$ cat config.mk
export PLATFORM = sky130hd
export DESIGN_NAME = tmirq_flags
export DESIGN_NICKNAME = d
export VERILOG_FILES = /design/src/pkg/tmirq_pkg.sv /design/src/core/tmirq_flags.sv
export SDC_FILE = /design/constraint.sdc
export NUM_CORES = 1
export LEC_CHECK = 0
export ABC_CLOCK_PERIOD_IN_PS = 2180
export BUFFER_PORTS_ARGS = -buffer_cell sky130_fd_sc_hd__buf_2
export CORE_MARGIN = 2
export CORE_UTILIZATION = 39
export DETAILED_ROUTE_END_ITERATION = 6
export PLACE_DENSITY = 0.91
export SYNTH_ARGS = -nofsm -noshare
export SYNTH_HDL_FRONTEND = slang
export SYNTH_SLANG_ARGS = --single-unit
$ cat constraint.sdc
create_clock -name core_clk_i -period 2.18 [get_ports core_clk_i]
set_clock_uncertainty 0.05 [all_clocks]
set_input_delay 0.436 -clock core_clk_i [delete_from_list [all_inputs] [get_ports core_clk_i]]
set_output_delay 0.436 -clock core_clk_i [all_outputs]
set_load 0.005 [all_outputs]
$ cat src/pkg/tmirq_pkg.sv
// Package for the timer interrupt flag block: register map, field positions and modes.
`default_nettype none
package tmirq_pkg;
   // -------------------------------------------------------------------------
   // Register map
   // -------------------------------------------------------------------------
   localparam logic [11:0] ADDR_ENABLE_MASK = 12'h000;
   localparam logic [11:0] ADDR_FLAG_STATUS = 12'h004;
   localparam logic [11:0] ADDR_MODE_CTRL   = 12'h008;
   localparam logic [7:0]  MASK_RESET       = 8'h00;
   localparam logic [7:0]  FLAG_RESET       = 8'h00;
   localparam logic [3:0]  MODE_RESET       = 4'h0;
   localparam logic [7:0]  FLAG_IMPL        = 8'hE8;
   localparam logic [31:0] DATA_ZERO        = 32'h0000_0000;

   // -------------------------------------------------------------------------
   // Field positions
   // -------------------------------------------------------------------------
   localparam int BIT_OVF  = 7;
   localparam int BIT_CMPA = 6;
   localparam int BIT_CMPB = 5;
   localparam int BIT_CAPT = 3;

   // -------------------------------------------------------------------------
   // Waveform mode codes
   // -------------------------------------------------------------------------
   localparam logic [3:0] MODE_NORMAL    = 4'h0;
   localparam logic [3:0] MODE_CTC_CMPA  = 4'h4;
   localparam logic [3:0] MODE_PFC_CAPT  = 4'h8;
   localparam logic [3:0] MODE_PFC_CMPA  = 4'h9;
   localparam logic [3:0] MODE_PC_CAPT   = 4'hA;
   localparam logic [3:0] MODE_PC_CMPA   = 4'hB;
   localparam logic [3:0] MODE_CTC_CAPT  = 4'hC;
   localparam logic [3:0] MODE_FAST_CAPT = 4'hE;

   // Timer events from the counter datapath.
   typedef struct packed {
      logic overflow;
      logic at_top;
      logic at_bottom;
      logic match_a;
      logic match_b;
      logic capture_edge;
      logic force_a;
      logic force_b;
   } tmirq_event_t;

   // Vector acknowledges from the core.
   typedef struct packed {
      logic ovf;
      logic cmpa;
      logic cmpb;
      logic capt;
   } tmirq_ack_t;

   // Whole module state.
   typedef struct packed {
      logic [7:0]   mask;
      logic [7:0]   flags;
      logic [3:0]   mode;
      logic         cap_meta;
      logic         cap_sync;
      logic         cap_prev;
      logic [31:0]  prdata;
   } tmirq_state_t;
endpackage : tmirq_pkg
`default_nettype wire

$ cat src/core/tmirq_flags.sv
// Interrupt enable and flag logic for a 16-bit timer with APB register access.
//
// Functional notes
// - Overflow request needs enable bit 7, global enable and overflow flag.
// - Compare A request needs enable bit 6, global enable and its flag.
// - Compare B request needs enable bit 5, global enable and its flag.
// - Capture request needs enable bit 3, global enable and capture flag.
// - Normal and clear-on-compare modes set overflow flag on counter overflow.
// - Overflow flag clears on vector acknowledge or software write of one.
// - Compare A flag sets in the cycle after a counter match.
// - A forced compare A strobe never sets compare A flag.
// - Compare A flag clears on vector acknowledge or write of one.
// - Compare B flag sets in the cycle after a counter match.
// - A forced compare B strobe never sets compare B flag.
// - Compare B flag clears on vector acknowledge or write of one.
// - Capture flag sets on a capture pin event, except while capture register is top.
// - When capture register is top, capture flag sets on reaching top.
// - Capture flag clears on vector acknowledge or write of one.
// - Capture pin is ignored while capture register serves as top.
// - Forced compare strobes raise no interrupt and clear nothing.
`default_nettype none
module tmirq_flags (
   input  wire logic                   core_clk_i,
   input  wire logic                   nrst_i,
   input  wire logic                   clk_en_i,
   input  wire logic                   psel_i,
   input  wire logic                   penable_i,
   input  wire logic                   pwrite_i,
   input  wire logic [11:0]            paddr_i,
   input  wire logic [31:0]            pwdata_i,
   input  wire logic [3:0]             pstrb_i,
   output logic      [31:0]            prdata_o,
   output logic                        pready_o,
   output logic                        pslverr_o,
   input  wire tmirq_pkg::tmirq_event_t event_i,
   input  wire logic                   capture_input_pin_i,
   input  wire tmirq_pkg::tmirq_ack_t  ack_i,
   input  wire logic                   global_irq_enable_i,
   output tmirq_pkg::tmirq_ack_t       irq_req_o,
   output logic [3:0]                  waveform_mode_select_o,
   output logic                        irq_o
);
   // ------------------------------------------------------------------------
   // Mode decoding
   // ------------------------------------------------------------------------
   function automatic logic capt_is_top(input logic [3:0] m);
      capt_is_top = (m == tmirq_pkg::MODE_PFC_CAPT) || (m == tmirq_pkg::MODE_PC_CAPT) ||
                    (m == tmirq_pkg::MODE_CTC_CAPT) || (m == tmirq_pkg::MODE_FAST_CAPT);
   endfunction : capt_is_top

   function automatic logic ovf_at_bottom(input logic [3:0] m);
      ovf_at_bottom = (m >= tmirq_pkg::MODE_PFC_CAPT) && (m <= tmirq_pkg::MODE_PC_CMPA);
   endfunction : ovf_at_bottom

   function automatic logic ovf_on_max(input logic [3:0] m);
      ovf_on_max = (m == tmirq_pkg::MODE_NORMAL) || (m == tmirq_pkg::MODE_CTC_CMPA) ||
                   (m == tmirq_pkg::MODE_CTC_CAPT);
   endfunction : ovf_on_max

   tmirq_pkg::tmirq_state_t st;
   tmirq_pkg::tmirq_state_t next_st;

   logic        wr_en;
   logic        rd_en;
   logic [7:0]  set_vec;
   logic [7:0]  clr_vec;
   logic [7:0]  req_vec;
   logic        cap_event;

   // ------------------------------------------------------------------------
   // Bus decode and flag update
   // ------------------------------------------------------------------------
   // The slave answers in the first access cycle, so pready is held high.
   assign wr_en = psel_i && penable_i && pwrite_i && pstrb_i[0];
   // Read data is captured in the setup cycle, so it stands through the access cycle.
   assign rd_en = psel_i && !penable_i && !pwrite_i;

   // Edge selection lives in the capture datapath; here a level change is the event.
   // The first stage of the pin synchroniser feeds nothing else.
   assign cap_event = (st.cap_sync != st.cap_prev) && event_i.capture_edge
                      && !capt_is_top(st.mode);

   always_comb begin
      set_vec = 8'h00;
      clr_vec = 8'h00;
      set_vec[tmirq_pkg::BIT_OVF]  = (ovf_on_max(st.mode) && event_i.overflow)
         || (ovf_at_bottom(st.mode) && event_i.at_bottom)
         || (!ovf_on_max(st.mode) && !ovf_at_bottom(st.mode) && event_i.at_top);
      // Match strobes are registered here, so the flag shows one cycle later.
      set_vec[tmirq_pkg::BIT_CMPA] = event_i.match_a && !event_i.force_a;
      set_vec[tmirq_pkg::BIT_CMPB] = event_i.match_b && !event_i.force_b;
      set_vec[tmirq_pkg::BIT_CAPT] = cap_event
         || (capt_is_top(st.mode) && event_i.at_top);
      clr_vec[tmirq_pkg::BIT_OVF]  = ack_i.ovf;
      clr_vec[tmirq_pkg::BIT_CMPA] = ack_i.cmpa;
      clr_vec[tmirq_pkg::BIT_CMPB] = ack_i.cmpb;
      clr_vec[tmirq_pkg::BIT_CAPT] = ack_i.capt;
      if (wr_en && (paddr_i == tmirq_pkg::ADDR_FLAG_STATUS)) begin
         clr_vec = clr_vec | pwdata_i[7:0];
      end
   end

   always_comb begin
      next_st          = st;
      next_st.cap_meta = capture_input_pin_i;
      next_st.cap_sync = st.cap_meta;
      next_st.cap_prev = st.cap_sync;
      // A set arriving with a clear wins, so no event is lost.
      next_st.flags    = ((st.flags & ~clr_vec) | set_vec) & tmirq_pkg::FLAG_IMPL;
      if (wr_en) begin
         if (paddr_i == tmirq_pkg::ADDR_ENABLE_MASK) begin
            next_st.mask = pwdata_i[7:0] & tmirq_pkg::FLAG_IMPL;
         end else if (paddr_i == tmirq_pkg::ADDR_MODE_CTRL) begin
            next_st.mode = pwdata_i[3:0];
         end
      end
      next_st.prdata = tmirq_pkg::DATA_ZERO;
      if (rd_en) begin
         if (paddr_i == tmirq_pkg::ADDR_ENABLE_MASK) begin
            next_st.prdata[7:0] = st.mask;
         end else if (paddr_i == tmirq_pkg::ADDR_FLAG_STATUS) begin
            next_st.prdata[7:0] = st.flags;
         end else if (paddr_i == tmirq_pkg::ADDR_MODE_CTRL) begin
            next_st.prdata[3:0] = st.mode;
         end
      end
   end

   always_ff @(posedge core_clk_i) begin
      if (!nrst_i) begin
         st.mask     <= tmirq_pkg::MASK_RESET;
         st.flags    <= tmirq_pkg::FLAG_RESET;
         st.mode     <= tmirq_pkg::MODE_RESET;
         st.cap_meta <= 1'b0;
         st.cap_sync <= 1'b0;
         st.cap_prev <= 1'b0;
         st.prdata   <= tmirq_pkg::DATA_ZERO;
      end else if (clk_en_i) begin
         st <= next_st;
      end
   end

   // ------------------------------------------------------------------------
   // Requests and bus answer
   // ------------------------------------------------------------------------
   assign req_vec = st.flags & st.mask & {8{global_irq_enable_i}};
   assign irq_req_o.ovf  = req_vec[tmirq_pkg::BIT_OVF];
   assign irq_req_o.cmpa = req_vec[tmirq_pkg::BIT_CMPA];
   assign irq_req_o.cmpb = req_vec[tmirq_pkg::BIT_CMPB];
   assign irq_req_o.capt = req_vec[tmirq_pkg::BIT_CAPT];
   assign irq_o = |(st.flags & st.mask);
   assign waveform_mode_select_o = st.mode;
   assign prdata_o  = st.prdata;
   // No wait states: a frozen clock enable drops writes, so software keeps it high.
   assign pready_o  = 1'b1;
   assign pslverr_o = 1'b0;

   localparam int OVF  = tmirq_pkg::BIT_OVF;
   localparam int CMPA = tmirq_pkg::BIT_CMPA;
   localparam int CMPB = tmirq_pkg::BIT_CMPB;
   localparam int CAPT = tmirq_pkg::BIT_CAPT;

   logic flag_wr;
   assign flag_wr = wr_en && (paddr_i == tmirq_pkg::ADDR_FLAG_STATUS);
endmodule : tmirq_flags
`default_nettype wire

==> impl_metrics.toml <==
[critical_path]
end_kind = "flip-flop"
max_stage_delay_ns = 0.54
path_class = "input pin to flip-flop"
startpoint_type = "input pin"
critPathTopFamily = "simple AND/OR/NAND/NOR gates"
required_ns = 2.37
cp_cell_sequence = "buf_2 > or4b_4 > nor4_1 > and2_1 > mux2i_1"
cp_slowest_cell = "or4b_4"
worstPathArrival_ns = 1.95
r2r_slack_ns = 0.95
critPathBufInv = 1
cp_max_fo = 4

[die]
die_w_um = 64.0
core_um2 = 3390
initial_utilization = 0.414
pin_count = 111
rows = 21
dieArea_um2 = 4090
die_h_um = 64.0

[clock_network]
cts_setup_buffers = 0
clk_pin_slew_worst_paths_ns = 0.13
cts_buffer_depth = 2
cts-root-buf = "clkbuf_4"
cts_tree = "yes"
cts_sinks = 22
h-tree-depth = 1
cts-resized-gates = 0
clkLatencyLatePin_ns = 0.30
hold_buffers = 0
cts_buffers = 3

[detailed_routing]
dr.first_iter.drc_count = 31
dr_total_vias = 1184
ant_nets = 0
wl_um = 2960
drcViolationCount = 0
routed_via_density = 4.61
avgRoutedWirePerCell_um = 11.5
firstDrtPassIters = 4

[global_routing]
track_usage = 0.145
grt_max_degree = 25
antenna_found_initial = 0
grt_overflow = 0
grt_pass1_wl_um = 4820
grt_pass1_vias = 1049

[place]
io_buffer_count = 55
place.gp.congestion = 0.780
post-dp-hpwl_um = 2410

[cells_and_area]
n_antenna_cell = 0
final_nets = 280
final_common_cell = "buf_2"
fillCellCount = 355
final_cell_mix = "55 x buf_2, 27 x conb_1, 24 x nand2_1"
final_util = 0.469
areaGrowthSynthToFinish_pct = 13.3
drive_gt1_frac = 0.332

[synth]
ys_async_sr_fraction = 0
synthDistinctLibCells = 35
avgSynthCellArea_um2 = 8.40
syn_inst = 167
synth_flop_cell = "dfxtp_1"
synth-edff-count = 0
synth_area_um2 = 1400
synth-seq-cells = 22
yosys_warnings = 0
ys_seq_area_frac = 0.314

[worst_hold_path]
hold_class = "input pin to flip-flop"

[status]
status = "complete, no violations"

[power_and_ir_drop]
intPower_w = 0.000554
leakage_nw = 0.757
switching_share = 0.245
powerDensity_nw_per_um2 = 462
comb_power_share = 0.130
p_seq_frac = 0.563
pwr-share-clk = 0.307
switchingPower_w = 0.000180
ir_drop_uv = 252

[sta]
finalHoldViolations = 0
max_freq_mhz = 568
tns_ns = 0
slew_violations = 0
hold-worst-slack_ns = 0.311
period_minus_slack_ns = 1.76
finalCritPeriodShare = 0.807
setup_viol = 0
rsz0062_at_grt = "false"

[job]
maxCapViolCount = 0
Yosys cell counts (all sizes together) (2+ instances only):
library cell	n	area share
buf	38	0.20
nand2	24	0.064
dfxtp	22	0.31
mux2i	13	0.093
clkbuf	7	0.021
o21ai	7	0.025
a22oi	5	0.027
nor2b	5	0.022
and3	4	0.018
inv	4	0.011
nor2	4	0.016
a22o	3	0.021
a311oi	3	0.019
a21oi	2	0.0071
conb	2	0.0054
nand2b	2	0.0089
nand3b	2	0.011
nand4	2	0.0089
nor4	2	0.0089
o21a	2	0.011
o22ai	2	0.0089
or4	2	0.016
layer usage:
layer / global-route usage / up-vias / routed length, um
li1: - / 599 / -
met1: 0.195 / 529 / 1280
met2: 0.224 / 51 / 1370
met3: 0.0387 / 5 / 278
met4: 0.0489 / 0 / 33
met5: 0 / - / 0
flip-flops by register name (all words and copies together), names as in the netlist:
register and cells:
st 9, prdata_o 7, waveform_mode_select_o 4, next_st 2
stage by stage:
stage	area, um^2	power, W	setup slack (ns)	cells
2_1_floorplan	1500	0.000503	0.327	192
3_3_place_gp	1550	0.000516	0.156	253
3_5_place_dp	1550	0.000517	0.111	253
4_1_cts	1590	0.000736	0.436	257
5_1_grt	1590	0.000779	0.271	257
6_report	1590	0.000734	0.420	257
cell type report:
cell class,instances,area (um^2),area share
Multi-Input combinational cell,121,727,0.457
Sequential cell,22,440,0.277
Timing Repair Buffer,60,313,0.197
Tap cell,46,57.6,0.0362
Clock buffer,4,36.3,0.0228
Inverter,4,15.0,0.00945
path summary, 6_finish.rpt:
path / start / to / cells past startpoint
max: paddr_i[8] / st[52] / 5
min: pwdata_i[1] / waveform_mode_select_o[1] / 3
max reg2reg: waveform_mode_select_o[0] / st[46] / 4
min reg2reg: prdata_o[7] / prdata_o[7] / 2
worst min-delay path, stage by stage:
cell,delay [ns]
buf_2,0.10
nand2_1,0.04
mux2i_1,0.05
logic make-up after synthesis:
logic type | synth area share
and+or+nand+nor | 0.216
buffers and inverters | 0.235
AOI/OAI and AO/OA | 0.131
DFF | 0.314
muxes | 0.0928
other | 0.00535
xor gates and xnor gates | 0.00625
power by group through the flow:
| stage | clock network (W) | logic [W] | registers (W) |
|---|---|---|---|
| after floorplan | 0 | 0.0000822 | 0.000421 |
| after global placement | 0 | 0.0000934 | 0.000422 |
| after detailed placement | 0 | 0.0000949 | 0.000422 |
| after CTS | 0.000228 | 0.0000952 | 0.000413 |
| after global routing | 0.000255 | 0.000110 | 0.000415 |
| final | 0.000225 | 0.0000957 | 0.000413 |
No activity file was read; power rests on OpenSTA's default activity.
